--- src/hdl/bit_unit_pkg.sv ---
package bit_unit_pkg;

    localparam int BYTE_W      = 8;
    localparam int POS_W       = 3;
    localparam int OP_W        = 9;
    localparam int CC_W        = 2;
    localparam int FLAG_W      = 4;
    // flag field positions in the flag word
    localparam int FLAG_C_POS  = 0;
    localparam int FLAG_V_POS  = 1;
    localparam int FLAG_Z_POS  = 2;
    localparam int FLAG_N_POS  = 3;
    localparam logic [BYTE_W-1:0] DATA_RST  = 8'h00;
    localparam logic [FLAG_W-1:0] FLAGS_RST = 4'h0;
    localparam logic [POS_W-1:0]  POS_RST   = 3'h0;

    // one-hot operation codes, except OP_NONE which is all zeros
    typedef enum logic [OP_W-1:0] {
        OP_NONE       = 9'h000,
        OP_SET        = 9'h001,
        OP_COND_SET   = 9'h002,
        OP_CLEAR      = 9'h004,
        OP_COND_CLEAR = 9'h008,
        OP_INVERT     = 9'h010,
        OP_TEST       = 9'h020,
        OP_CARRY_AND  = 9'h040,
        OP_CARRY_ANDN = 9'h080,
        OP_CARRY_OR   = 9'h100
    } bit_op_e;

    // condition choice for the conditional operations
    typedef enum logic [CC_W-1:0] {
        CC_Z_SET   = 2'h1,
        CC_Z_CLEAR = 2'h2
    } cond_e;

    typedef struct packed {
        logic                 valid;
        bit_op_e              op;
        logic                 pos_from_reg;
        logic [POS_W-1:0]     pos_imm;
        logic [BYTE_W-1:0]    pos_reg;
        cond_e                cond;
        logic                 dst_is_mem;
        logic [BYTE_W-1:0]    operand;
        logic [FLAG_W-1:0]    flags;
    } bit_req_s;

    typedef struct packed {
        logic                 done;
        logic                 reg_we;
        logic                 mem_we;
        logic [BYTE_W-1:0]    result;
        logic [FLAG_W-1:0]    flags;
        logic                 bad_op;
    } bit_rsp_s;

endpackage

--- src/hdl/bit_select.sv ---
`timescale 1ns/1ps
module bit_select #(
    parameter int W = bit_unit_pkg::BYTE_W
) (
    input  wire logic [W-1:0]           data,
    input  wire logic [$clog2(W)-1:0]   pos,
    output logic                        bit_val,
    output logic      [W-1:0]           mask
);
    import bit_unit_pkg::*;

    initial begin
        if (W < 2) $error("bit_select width too small");
    end

    genvar i;
    generate
        for (i = 0; i < W; i++) begin : g_dec
            assign mask[i] = (int'(pos) == i);
        end
    endgenerate

    // position zero is the least significant bit
    assign bit_val = |(data & mask);
endmodule

--- src/hdl/bit_manipulation_unit.sv ---
`timescale 1ns/1ps
module bit_manipulation_unit #(
    parameter int DATA_W = bit_unit_pkg::BYTE_W
) (
    input  wire logic                    sys_clk,
    input  wire logic                    sys_rst,
    input  wire bit_unit_pkg::bit_req_s  req,
    output bit_unit_pkg::bit_rsp_s       rsp
);
    import bit_unit_pkg::*;

    // package constants must suit the byte datapath
    initial begin
        if (DATA_W != BYTE_W) begin
            $error("bit unit serves byte operands only");
        end
        if (POS_W != $clog2(BYTE_W)) begin
            $error("bit position width does not match the byte");
        end
        if (FLAG_C_POS >= FLAG_W || FLAG_Z_POS >= FLAG_W) begin
            $error("carry or zero flag lies outside the flag word");
        end
        if (FLAG_V_POS >= FLAG_W || FLAG_N_POS >= FLAG_W) begin
            $error("overflow or sign flag lies outside the flag word");
        end
        if (FLAG_C_POS == FLAG_Z_POS) begin
            $error("carry and zero flags share a position");
        end
        if (FLAG_V_POS == FLAG_N_POS) begin
            $error("overflow and sign flags share a position");
        end
        if (FLAG_C_POS == FLAG_V_POS || FLAG_C_POS == FLAG_N_POS
            || FLAG_Z_POS == FLAG_V_POS || FLAG_Z_POS == FLAG_N_POS) begin
            $error("carry or zero flag shares a position with another flag");
        end
    end

    logic [POS_W-1:0]  pos;
    logic              sel_bit;
    logic [BYTE_W-1:0] mask;
    logic              z_now;
    logic              cond_ok;
    logic              carry_op;
    logic [BYTE_W-1:0] result_d;
    logic [FLAG_W-1:0] flags_d;
    logic              reg_we_d;
    logic              mem_we_d;
    logic              bad_d;
    logic              done_q;
    logic              reg_we_q;
    logic              mem_we_q;
    logic              bad_q;
    logic [BYTE_W-1:0] result_q;
    logic [FLAG_W-1:0] flags_q;

    always_comb begin
        case (req.op)
            OP_CARRY_AND:  carry_op = 1'h1;
            OP_CARRY_ANDN: carry_op = 1'h1;
            OP_CARRY_OR:   carry_op = 1'h1;
            default:       carry_op = 1'h0;
        endcase
    end

    // carry ops ignore the register source so a stray select cannot steer them
    always_comb begin
        if (req.pos_from_reg && !carry_op) begin
            pos = req.pos_reg[POS_W-1:0];
        end else begin
            pos = req.pos_imm;
        end
    end

    bit_select #(
        .W (BYTE_W)
    ) u_sel (
        .data    (req.operand),
        .pos     (pos),
        .bit_val (sel_bit),
        .mask    (mask)
    );

    assign z_now = req.flags[FLAG_Z_POS];

    always_comb begin
        case (req.cond)
            CC_Z_SET:   cond_ok = z_now;
            CC_Z_CLEAR: cond_ok = !z_now;
            default:    cond_ok = 1'h0;
        endcase
    end

    always_comb begin
        result_d = req.operand;
        flags_d  = req.flags;
        reg_we_d = 1'h0;
        mem_we_d = 1'h0;
        bad_d    = 1'h0;
        case (req.op)
            OP_SET: begin
                result_d = req.operand | mask;
                reg_we_d = !req.dst_is_mem;
                mem_we_d = req.dst_is_mem;
            end
            OP_CLEAR: begin
                result_d = req.operand & ~mask;
                reg_we_d = !req.dst_is_mem;
                mem_we_d = req.dst_is_mem;
            end
            OP_INVERT: begin
                result_d = req.operand ^ mask;
                reg_we_d = !req.dst_is_mem;
                mem_we_d = req.dst_is_mem;
            end
            OP_COND_SET: begin
                // memory only; a register destination is flagged, not written
                result_d = req.operand | mask;
                mem_we_d = req.dst_is_mem && cond_ok;
                bad_d    = !req.dst_is_mem;
            end
            OP_COND_CLEAR: begin
                result_d = req.operand & ~mask;
                mem_we_d = req.dst_is_mem && cond_ok;
                bad_d    = !req.dst_is_mem;
            end
            OP_TEST: begin
                flags_d[FLAG_Z_POS] = !sel_bit;
            end
            OP_CARRY_AND: begin
                flags_d[FLAG_C_POS] = req.flags[FLAG_C_POS] & sel_bit;
            end
            OP_CARRY_ANDN: begin
                flags_d[FLAG_C_POS] = req.flags[FLAG_C_POS] & !sel_bit;
            end
            OP_CARRY_OR: begin
                flags_d[FLAG_C_POS] = req.flags[FLAG_C_POS] | sel_bit;
            end
            OP_NONE: begin
                // an empty slot completes with nothing written and nothing refused
                bad_d = 1'h0;
            end
            default: begin
                bad_d = 1'h1;
            end
        endcase
    end

    // strobes stand one cycle, the core acts on them at once
    always_ff @(posedge sys_clk) begin
        if (sys_rst) begin
            done_q <= 1'h0;
        end else begin
            done_q <= req.valid;
        end
    end

    always_ff @(posedge sys_clk) begin
        if (sys_rst) begin
            reg_we_q <= 1'h0;
        end else begin
            reg_we_q <= req.valid && reg_we_d;
        end
    end

    always_ff @(posedge sys_clk) begin
        if (sys_rst) begin
            mem_we_q <= 1'h0;
        end else begin
            mem_we_q <= req.valid && mem_we_d;
        end
    end

    always_ff @(posedge sys_clk) begin
        if (sys_rst) begin
            bad_q <= 1'h0;
        end else begin
            bad_q <= req.valid && bad_d;
        end
    end

    // result and flags hold between requests so the core may take them late
    always_ff @(posedge sys_clk) begin
        if (sys_rst) begin
            result_q <= DATA_RST;
        end else if (req.valid) begin
            result_q <= result_d;
        end
    end

    always_ff @(posedge sys_clk) begin
        if (sys_rst) begin
            flags_q <= FLAGS_RST;
        end else if (req.valid) begin
            flags_q <= flags_d;
        end
    end

    // every response field comes straight from its own flip-flop
    assign rsp = '{
        done:   done_q,
        reg_we: reg_we_q,
        mem_we: mem_we_q,
        result: result_q,
        flags:  flags_q,
        bad_op: bad_q
    };

endmodule

--- config.mk ---
export PLATFORM = sky130hd
export DESIGN_NAME = bit_manipulation_unit
export DESIGN_NICKNAME = d
export VERILOG_FILES = /design/src/hdl/bit_unit_pkg.sv /design/src/hdl/bit_select.sv /design/src/hdl/bit_manipulation_unit.sv
export SDC_FILE = /design/constraint.sdc
export NUM_CORES = 1
export LEC_CHECK = 0
export ABC_AREA = 1
export BUFFER_PORTS_ARGS = -buffer_cell sky130_fd_sc_hd__buf_2
export CORE_UTILIZATION = 55
export DETAILED_ROUTE_END_ITERATION = 6
export PLACE_DENSITY = 0.81
export SLEW_MARGIN = 20
export SYNTH_ARGS = -nofsm -noshare
export SYNTH_HDL_FRONTEND = slang
export SYNTH_SLANG_ARGS = --single-unit
--- constraint.sdc ---
create_clock -name sys_clk -period 4.3 [get_ports sys_clk]
set_clock_uncertainty 0.2 [all_clocks]
set_input_delay 0.645 -clock sys_clk [delete_from_list [all_inputs] [get_ports sys_clk]]
set_output_delay 0.645 -clock sys_clk [all_outputs]
set_load 0.05 [all_outputs]
==> impl_metrics.yaml, run 1 <==
outcome:
  outcome: "completed"
logic_synthesis:
  ys_seq_area_share_pct: 18.0
  synthFlopType: "dfxtp_1"
  synth_area_leader_cell: "dfxtp_1"
  syn_area_um2: 1780
  synth_cell_types: 28
  async_reset_ff_share_pct: 0
  ys_top_cells_by_area: "dfxtp_1 (18%), ha_1 (17%), nand2_1 (15%)"
  synth_top_area_share_pct: 18.0
  synth_edf_count: 0
  synth.yosys.warnings: 0
  postSynthRegisterBits: 16
  syn_avg_cell_area_um2: 6.23
  syn-num-nets: 348
  syn-instance-count: 285
detailed_routing:
  drc_errors: 0
  post_drt_wl_per_cell_um: 9.27
  finalWirelength_mm: 3.45
  via_per_inst: 4.70
  drt_iter0_markers: 100
  antenna_left: 0
  dr.pass1.iters: 4
  vias: 1749
sta:
  setup_ws_ns: 1.46
  setup_tns_ns: 0
  drv_slew: 0
  whs_ns: 0.261
  final-setup-viol-count: 0
  relSlewSlack_pct: 41.5
  worst_pin_slew_ns: 0.878
  max_freq_mhz: 352
  final_hold_viol_count: 0
  rsz0062_at_grt: "no"
  min_period_ns: 2.84
  finalCritPeriodShare_pct: 66.1
pwr:
  seqPwrFrac_pct: 42.6
  p_sw_share_pct: 37.0
  vdd_ir_drop_max_uv: 72.6
  internal-power_uw: 234
  pwr-share-clk_pct: 18.8
  p_per_area_nw_per_um2: 182
  power_frac_comb_pct: 38.5
  power.leakage_nw: 1.18
  switching_power_uw: 138
global_route:
  grt_use_met3_pct: 0.659
  antenna_found_initial: 0
  grt_max_degree: 15
  grtUsageMet2_pct: 36.5
  grtUsageMet1_pct: 28.4
  grt.overflow.total: 0
  grt-busiest-layer: "met2"
  grt_pass1_wl_mm: 5.80
  track_usage_pct: 21.4
  grt_pass1_vias: 1442
setup_path:
  end_kind: "register"
  startpoint_type: "input pin"
  arrival_ns: 2.80
  rr_worst_depth: 4
  cp_data_required_time_ns: 4.26
  cpPeakStageDelay_ns: 0.28
  crit_chain: "buf_2 > nor2_4 > nand2_2 > nor3_4 > nor2_4 > nand2_8 > nand2_2 > inv_1 > nor2_2 > nand2_1 > nor2_1 > ha_1 > nor2_1 > nand2_1 > nor2_1 > inv_1 > o21ai_0 > nand3_1 > o211ai_1 > a21oi_1"
  crit_top_cell: "nor2_1"
  cp_max_fo: 6
  crit_type: "in2reg"
  crit_slowest_cell: "nor3_4"
clock_tree:
  hold_buffers: 0
  cts_tree: "built"
  cts_resized: 0
  cts_setup_buffers: 0
  htreeDepth: 1
  cts_root_buf: "clkbuf_4"
  cts_num_sinks: 16
  clock_path_buffers: 2
  cts_made_buffers: 3
  clk_pin_slew_ns: 0.08
  clkLatencyLatePin_ns: 0.27
die:
  start_util_pct: 58.2
  core_region_area_um2: 3050
  ios: 55
  rows: 20
  die_area_um2: 3460
  die_h_um: 58.8
  die_x_um: 58.8
placement:
  hpwl_mm: 2.83
  dp_slack_ns: 1.18
  placed_area_um2: 2020
  gp_congestion: 0.820
  portBuffers: 49
finish:
  nets: 393
  layout-drive-gt1-share_pct: 28.4
  fillers: 311
  finalInstanceArea_um2: 2050
  final_cell_mix: "nand2_1 (73), buf_2 (49), nor2_1 (40)"
  final_common_cell: "nand2_1"
  diodes: 0
  syn_to_final_growth_pct: 15.1
worst_hold_path:
  hold_depth: 2
  hold_class: "reg2reg"
job:
  cap_violations: 0
per-layer routing:
| layer | up-vias | part of all wire (%) |
|---|---|---|
| met4 | 0 | 1.6 |
| met1 | 738 | 47 |
| met3 | 6 | 4.8 |
| li1 | 948 | - |
| met5 | - | 0 |
| met2 | 57 | 46 |
worst max-delay path: cells and delay by family:
kind / cells / cell delay, ns
adders and majority gates: 1 / 0.19
and+or+nand+nor: 13 / 1.43
AOI/OAI and AO/OA: 3 / 0.27
buffers and inverters: 3 / 0.27
Yosys cell counts, types with 2 or more instances:
library cell and number:
a21oi_1 12, buf_4 5, clkbuf_1 3, dfxtp_1 16, ha_1 24, inv_1 38, inv_2 14, nand2_1 73
nand2_2 9, nand3_1 20, nand3_2 2, nor2_1 40, nor2_2 4, nor2_4 6, nor3_1 3, o211ai_1 2
o21ai_0 3
logic make-up (layout without fill, tap and decap cells):
kind of cell	count (synthesis)	after routing	share of synthesized area, %
AO/OA/AOI/OAI	21	21	7.25
adder cells (fa/ha/maj)	24	24	16.9
buffers and inverters	62	105	14.5
AND/OR/NAND/NOR	162	162	43.3
flip-flops	16	16	18.0
power by group through the flow:
stage	Sequential [mW]	Combinational, mW	Clock [mW]
floorplan	0.184	0.0806	0
global placement	0.162	0.141	0
detailed placement	0.162	0.144	0
CTS	0.158	0.144	0.0734
global route	0.159	0.162	0.0790
finish	0.158	0.143	0.0700
path summary, 6_finish.rpt:
| path | from | endpoint | slack (ns) |
|---|---|---|---|
| min | flags_q[1]$_SDFFE_PP0P_ | flags_q[1]$_SDFFE_PP0P_ | 0.26 |
| max | req[32] | flags_q[0]$_SDFFE_PP0P_ | 1.46 |
| min reg2reg | flags_q[1]$_SDFFE_PP0P_ | flags_q[1]$_SDFFE_PP0P_ | 0.26 |
| max reg2reg | flags_q[2]$_SDFFE_PP0P_ | flags_q[2]$_SDFFE_PP0P_ | 3.47 |
through the flow:
step	cells	total power, mW	util, %
floorplan	285	0.265	-
global placement	369	0.302	66.3
detailed placement	369	0.306	66.3
CTS	372	0.376	67.0
global route	372	0.401	67.0
finish	372	0.372	67.0
flip-flops by register name (all words and copies together), names as in the netlist:
| name | count |
|---|---|
| bad_q | 1 |
| done_q | 1 |
| mem_we_q | 1 |
| reg_we_q | 1 |
| result_q | 8 |
| flags_q | 4 |
cell type report:
class                           instances  area [um2]  share of cell area (%)
Clock buffer                            3        22.5                    1.10
Inverter                               53         204                    9.97
Multi-Input combinational cell        207        1200                    58.6
Sequential cell                        16         320                    15.7
Tap cell                               44        55.1                    2.69
Timing Repair Buffer                   49         245                    12.0
No activity file was read; power rests on OpenSTA's default activity.
==> run 2: changes to the inputs <==
ABC_AREA = 0   (was 1)
CORE_UTILIZATION = 47   (was 55)
PLACE_DENSITY = 0.73   (was 0.81)
clock period = 2.6 ns   (was 4.3 ns; I/O delays follow)
==> run 2 against run 1 <==
Compared with the run above: the run now ends with negative setup slack left; clock power increased to 3.1 times the previous value; cell count decreased by 5.9%; flip-flop and latch count unchanged; sequential share of layout area decreased by 2.9 points; largest power group is now combinational cells; critical path depth decreased by 7; first-iteration DRC count increased by 16%; via count increased by 10%; cell area increased by 22%; combinational power increased by 140%; wire length increased by 38%; die area increased by 20%; sequential power increased by 68%.
==> impl_metrics.yaml, run 2 <==
outcome:
  outcome: "complete, but fails checks"
  violations: "negative setup slack"
detailed_routing:
  post_drt_wl_per_cell_um: 13.6
  finalWirelength_mm: 4.77
  drc_errors: 0
  dr.pass1.iters: 4
  drt_iter0_markers: 116
  antenna_left: 0
  via_per_inst: 5.52
  vias: 1932
finish:
  fin_cells: 350
  final_cell_mix: "buf_2 (47), buf_4 (32), nor2_1 (20)"
  largest_reg_flops: 8
  nets: 366
  top_register: "result_q"
  layout-drive-gt1-share_pct: 37.1
  diodes: 0
  final_common_cell: "buf_2"
  syn_to_final_growth_pct: 36.7
  post-route-util_pct: 67.9
  finalInstanceArea_um2: 2500
  largestRegisters: "result_q (8), flags_q (4)"
die:
  start_util_pct: 49.7
  die_h_um: 64.4
  die_x_um: 64.4
  rows: 22
  ios: 55
  core_region_area_um2: 3690
  die_area_um2: 4150
setup_path:
  arrival_ns: 3.20
  cp_max_fo: 8
  rr_worst_depth: 3
  end_kind: "register"
  cp_data_required_time_ns: 2.53
  startpoint_type: "input pin"
  crit_type: "in2reg"
placement:
  gp_congestion: 0.894
  dpl.cell_count: 344
  portBuffers: 49
  placed_area_um2: 2300
  hpwl_mm: 3.71
job:
  cap_violations: 0
worst_hold_path:
  hold_class: "in2reg"
  hold_depth: 2
logic_synthesis:
  postSynthRegisterBits: 16
  yosys.cell_count.top_type: "ha_1"
  async_reset_ff_share_pct: 0
  synth_top_area_share_pct: 17.5
  synth_edf_count: 0
  synthFlopType: "dfxtp_1"
  synth.yosys.warnings: 0
  synth_cell_types: 53
  syn-num-nets: 300
  syn-instance-count: 237
  yosys-top-cells-count: "ha_1 (24), nor2_1 (21), dfxtp_1 (16)"
  syn_area_um2: 1830
  ys_seq_area_share_pct: 17.5
  syn_avg_cell_area_um2: 7.73
  ys_top_cells_by_area: "dfxtp_1 (17%), ha_1 (16%), nor2_1 (4.3%)"
  synth_area_leader_cell: "dfxtp_1"
global_route:
  grt.overflow.total: 0
  grt_max_degree: 19
  grtUsageMet1_pct: 31.8
  antenna_found_initial: 0
  grt-busiest-layer: "met2"
  grt_pass1_wl_mm: 8.03
  track_usage_pct: 24.1
  grt_use_met3_pct: 1.41
  grt_pass1_vias: 1814
  grtUsageMet2_pct: 41.7
pwr:
  power.leakage_nw: 1.13
  vdd_ir_drop_max_uv: 134
  p_per_area_nw_per_um2: 331
sta:
  final-setup-viol-count: 10
  setup_tns_ns: -2.60
  final_hold_viol_count: 0
  rsz0062_at_grt: "yes"
  whs_ns: 0.151
  worst_pin_slew_ns: 1.02
  max_freq_mhz: 305
  setup_ws_ns: -0.674
  min_period_ns: 3.27
  drv_slew: 0
  relSlewSlack_pct: 31.2
  finalCritPeriodShare_pct: 126
clock_tree:
  clock_path_buffers: 2
  clkLatencyLatePin_ns: 0.25
  cts_num_sinks: 16
  cts_made_buffers: 3
  clk_pin_slew_ns: 0.06
  htreeDepth: 1
  cts_root_buf: "clkbuf_8"
  cts_tree: "built"
  hold_buffers: 0
==> run 2: cell types whose count changed after synthesis, moves of 6 or more <==
| cell | delta |
|---|---|
| nor2_4 | -6 |
| inv_1 | -25 |
| nor3_1 | +12 |
| clkbuf_1 | +7 |
| nand3_1 | -15 |
| inv_2 | -14 |
| nand2_1 | -62 |
| o21ai_0 | +7 |
| o31ai_1 | +9 |
| nor2_1 | -19 |
| nor3b_1 | +7 |
| nand2_2 | -9 |
==> run 2: layout make-up <==
type | count | area, um2
well taps | 48 | 60.1
flip-flops and latches | 16 | 320
fillers | 317 | 1180
repair buffers | 84 | 541
inverters | 13 | 48.8
clock buffers | 4 | 55.1
multi-input cells | 185 | 1480
==> run 2: where the power goes <==
| part | leakage, nW | switching (mW) | internal [mW] |
|---|---|---|---|
| registers | 0.132 | 0.00563 | 0.259 |
| clock network | 0.0288 | 0.0816 | 0.134 |
| logic | 0.970 | 0.200 | 0.148 |
==> run 2: logic make-up (layout without fill, tap and decap cells) <==
family / after synthesis / after routing / synth area share (%)
AO/OA/AOI/OAI: 62 / 62 / 24.5
XOR/XNOR: 4 / 4 / 1.91
adder cells (fa/ha/maj): 25 / 25 / 16.9
buffers and inverters: 36 / 101 / 9.56
flip-flops: 16 / 16 / 17.5
multiplexers: 5 / 5 / 2.73
AND/OR/NAND/NOR: 89 / 89 / 26.9
==> run 2: worst max-delay path: stages <==
cell       delay, ns
buf_6           0.09
or2_1           0.24
or4_4           0.51
o21ai_4         0.20
buf_12          0.15
mux2i_4         0.24
inv_1           0.06
ha_2            0.16
or4_4           0.52
nor2_4          0.12
nand3b_1        0.13
a2111oi_4       0.32
nor3_1          0.07
==> run 2: per-layer routing <==
metal  up-vias  part of all wire, %
li1        994                    -
met1       880                   48
met2        54                   47
met3         4                  3.9
met4         0                  1.1
met5         -                    0
==> run 2: repair_timing <==
item	CTS	global route
pin swaps	6	15
cloned	1	0
endpoints found under the setup margin	10	10
endpoints found under the hold margin	0	0
gates resized for setup	16	11
setup buffers	2	2
==> run 2: metrics by stage <==
step,power [mW],worst slack [ns]
after global routing,0.873,-0.769
after floorplan,0.473,-0.925
after CTS,0.822,-0.627
after global placement,0.579,-0.895
final,0.828,-0.674
after detailed placement,0.584,-0.968
==> run 2: path summary, 6_finish.rpt <==
check,from,slack [ns],to
setup / recovery,req[31],-0.67,flags_q[0]$_SDFFE_PP0P_
hold / removal,req[12],0.15,reg_we_q$_SDFF_PP0_
setup reg to reg,result_q[1]$_SDFFE_PP0P_,1.61,result_q[1]$_SDFFE_PP0P_
hold reg to reg,result_q[0]$_SDFFE_PP0P_,0.28,result_q[0]$_SDFFE_PP0P_
==> run 3: changes to the inputs <==
CORE_UTILIZATION = 45   (was 47)
SYNTH_HIERARCHICAL = 1   (was unset)
==> run 3 against run 2 <==
Compared with the run above: the flow still finishes with violations (negative setup slack); setup slack improved by 0.10 ns; wire length down 3.8%; cell area shrank 7.6%; flip-flop and latch count unchanged; hold slack worse by 0.073 ns; clock power fell by 17%; power decreased by 6.6%; synthesized cell count shrank 27%; global-route usage up 0.44 points; via count down 14%; sequential share of layout area rose by 1.1 points; synthesized area shrank 19%; critical path type unchanged; highest routed layer unchanged.
==> impl_metrics.yaml, run 3 <==
logic_synthesis:
  syn_avg_cell_area_um2: 8.58
  syn-num-nets: 228
  synth.yosys.warnings: 6
  yosys-top-cells-count: "inv_1 (18), dfxtp_1 (16), ha_1 (16)"
  synth_area_leader_cell: "dfxtp_1"
  synthFlopType: "dfxtp_1"
  syn-instance-count: 173
  async_reset_ff_share_pct: 0
  synth_cell_types: 46
  synth_edf_count: 0
  syn_area_um2: 1480
  postSynthRegisterBits: 16
  yosys.cell_count.top_type: "inv_1"
  ys_seq_area_share_pct: 21.6
  ys_top_cells_by_area: "dfxtp_1 (22%), ha_1 (13%), inv_1 (4.6%)"
  synth_top_area_share_pct: 21.6
placement:
  gp_congestion: 0.789
  hpwl_mm: 2.75
  portBuffers: 49
detailed_routing:
  antenna_left: 0
  finalWirelength_mm: 4.59
  via_per_inst: 5.48
  drt_iter0_markers: 64
  vias: 1655
  dr.pass1.iters: 4
  post_drt_wl_per_cell_um: 15.2
  drc_errors: 0
finish:
  largest_reg_flops: 8
  top_register: "result_q"
  nets: 314
  post-route-util_pct: 74.5
  diodes: 0
  layout-drive-gt1-share_pct: 55.8
  syn_to_final_growth_pct: 55.8
  largestRegisters: "result_q (8), flags_q (4)"
  final_cell_mix: "buf_2 (48), buf_4 (35), dfxtp_1 (16)"
  final_common_cell: "buf_2"
die:
  ios: 55
  die_h_um: 59.4
  start_util_pct: 47.8
  core_region_area_um2: 3100
  rows: 20
  die_x_um: 59.4
  die_area_um2: 3530
clock_tree:
  cts_num_sinks: 16
  clk_pin_slew_ns: 0.11
  clock_path_buffers: 2
  cts_root_buf: "clkbuf_4"
  htreeDepth: 1
  cts_tree: "built"
  cts_made_buffers: 3
  clkLatencyLatePin_ns: 0.29
  hold_buffers: 0
setup_path:
  cp_num_buf_inv: 1
  crit_type: "in2reg"
  startpoint_type: "input pin"
  r2r-end: "result_q[2]$_SDFFE_PP0P_"
  critPathLaunch: "req[34]"
  crit_top_cell: "mux2_4"
  crit_slowest_cell: "mux4_2"
  cp_data_required_time_ns: 2.60
  arrival_ns: 3.17
  rr_worst_depth: 2
  r2r-start: "result_q[2]$_SDFFE_PP0P_"
  cpPeakStageDelay_ns: 0.43
  crit_chain: "buf_6 > or3_4 > nor3_4 > nand4b_1 > o311a_1 > mux2_4 > mux4_2 > mux2_4 > nor3b_2 > a21oi_1 > o31ai_1 > o21a_1 > o21ai_1"
  critPathTopFamily: "multiplexers"
  reg2reg_slack_ns: 1.54
  cp_max_fo: 4
  end_kind: "register"
sta:
  min_period_ns: 3.17
  relSlewSlack_pct: 54.1
  final-setup-viol-count: 10
  max_freq_mhz: 315
  worst_pin_slew_ns: 0.686
  whs_ns: 0.0789
  setup_ws_ns: -0.574
  setup_tns_ns: -3.43
  finalCritPeriodShare_pct: 122
  drv_slew: 0
  final_hold_viol_count: 0
  rsz0062_at_grt: "yes"
worst_hold_path:
  worstHoldEndpoint: "reg_we_q$_SDFF_PP0_"
  hold_class: "in2reg"
  hold_depth: 2
  hp-start: "req[12]"
outcome:
  outcome: "complete, but fails checks"
  violations: "negative setup slack"
pwr:
  power.leakage_nw: 1.06
  vdd_ir_drop_max_uv: 169
  p_per_area_nw_per_um2: 334
global_route:
  grt_max_degree: 10
  grt_pass1_wl_mm: 6.54
  antenna_found_initial: 0
  track_usage_pct: 24.6
  grt_pass1_vias: 1502
  grt.overflow.total: 0
job:
  cap_violations: 0
==> run 3: cell count changes in the layout (fill, tap and decap cells not counted), sizes merged, moves of 7 or more <==
cell,change
a21boi,+7
a221o,+8
nor2,-7
ha,-8
nor3,-10
o31ai,-9
buf,+10
==> run 3: area by class of cell <==
cell class                      count  area [um2]
Multi-Input combinational cell    126        1200
Fill cell                         232         791
Timing Repair Buffer               94         627
Sequential cell                    16         320
Inverter                           18        72.6
Tap cell                           44        55.1
Clock buffer                        4        36.3
==> run 3: layer usage <==
| metal | GRT usage [%] | share of wire (%) | up-vias |
|---|---|---|---|
| met1 | 31.2 | 43 | 781 |
| met3 | 1.53 | 5.4 | 16 |
| met4 | 10.5 | 3.2 | 0 |
| met2 | 42.5 | 48 | 71 |
| li1 | - | - | 787 |
| met5 | 0 | 0 | - |
==> run 3: worst register-to-register path: stages, from the launching register on <==
cell,delay (ns)
dfxtp_1,0.34
and2_1,0.14
a221o_1,0.27
==> run 3: logic make-up (layout without fill, tap and decap cells) <==
logic type	Yosys count	count (layout)	synth area share, %
simple gates	55	55	21.7
compound gates	38	38	20.1
buf+inv	32	116	10.4
fa+ha+maj	17	17	14.2
flops	16	16	21.6
mux	9	10	8.60
xor+xnor	6	6	3.54
==> run 3: how the worst max path moves through the flow <==
stage	to	slack, ns	cells after the start
2_1_floorplan	flags_q[0]$_SDFFE_PP0P_	-0.76	14
3_3_place_gp	flags_q[0]$_SDFFE_PP0P_	-0.70	13
3_5_place_dp	flags_q[0]$_SDFFE_PP0P_	-0.81	13
4_1_cts	result_q[2]$_SDFFE_PP0P_	-0.40	14
5_1_grt	flags_q[0]$_SDFFE_PP0P_	-0.72	13
6_report	flags_q[0]$_SDFFE_PP0P_	-0.57	13
==> run 3: report_power, final <==
group | leakage, nW | switching (mW) | internal [mW]
logic | 0.904 | 0.175 | 0.155
registers | 0.132 | 0.00612 | 0.258
clock network | 0.0210 | 0.0941 | 0.0854
==> run 3: timing repair <==
action	CTS	global route
cloned	1	0
setup buffers	12	7
pin swaps	6	15
resized for setup	9	37
endpoints found under the setup margin	10	10
==> run 3: through the flow <==
step / cell area, um2 / setup slack (ns) / total power [mW] / std cells
after global placement: 1920 / -0.696 / 0.520 / 278
after global routing: 2310 / -0.722 / 0.809 / 302
after detailed placement: 1920 / -0.807 / 0.526 / 278
after CTS: 2100 / -0.402 / 0.713 / 295
final: 2310 / -0.574 / 0.773 / 302
after floorplan: 1550 / -0.759 / 0.443 / 173
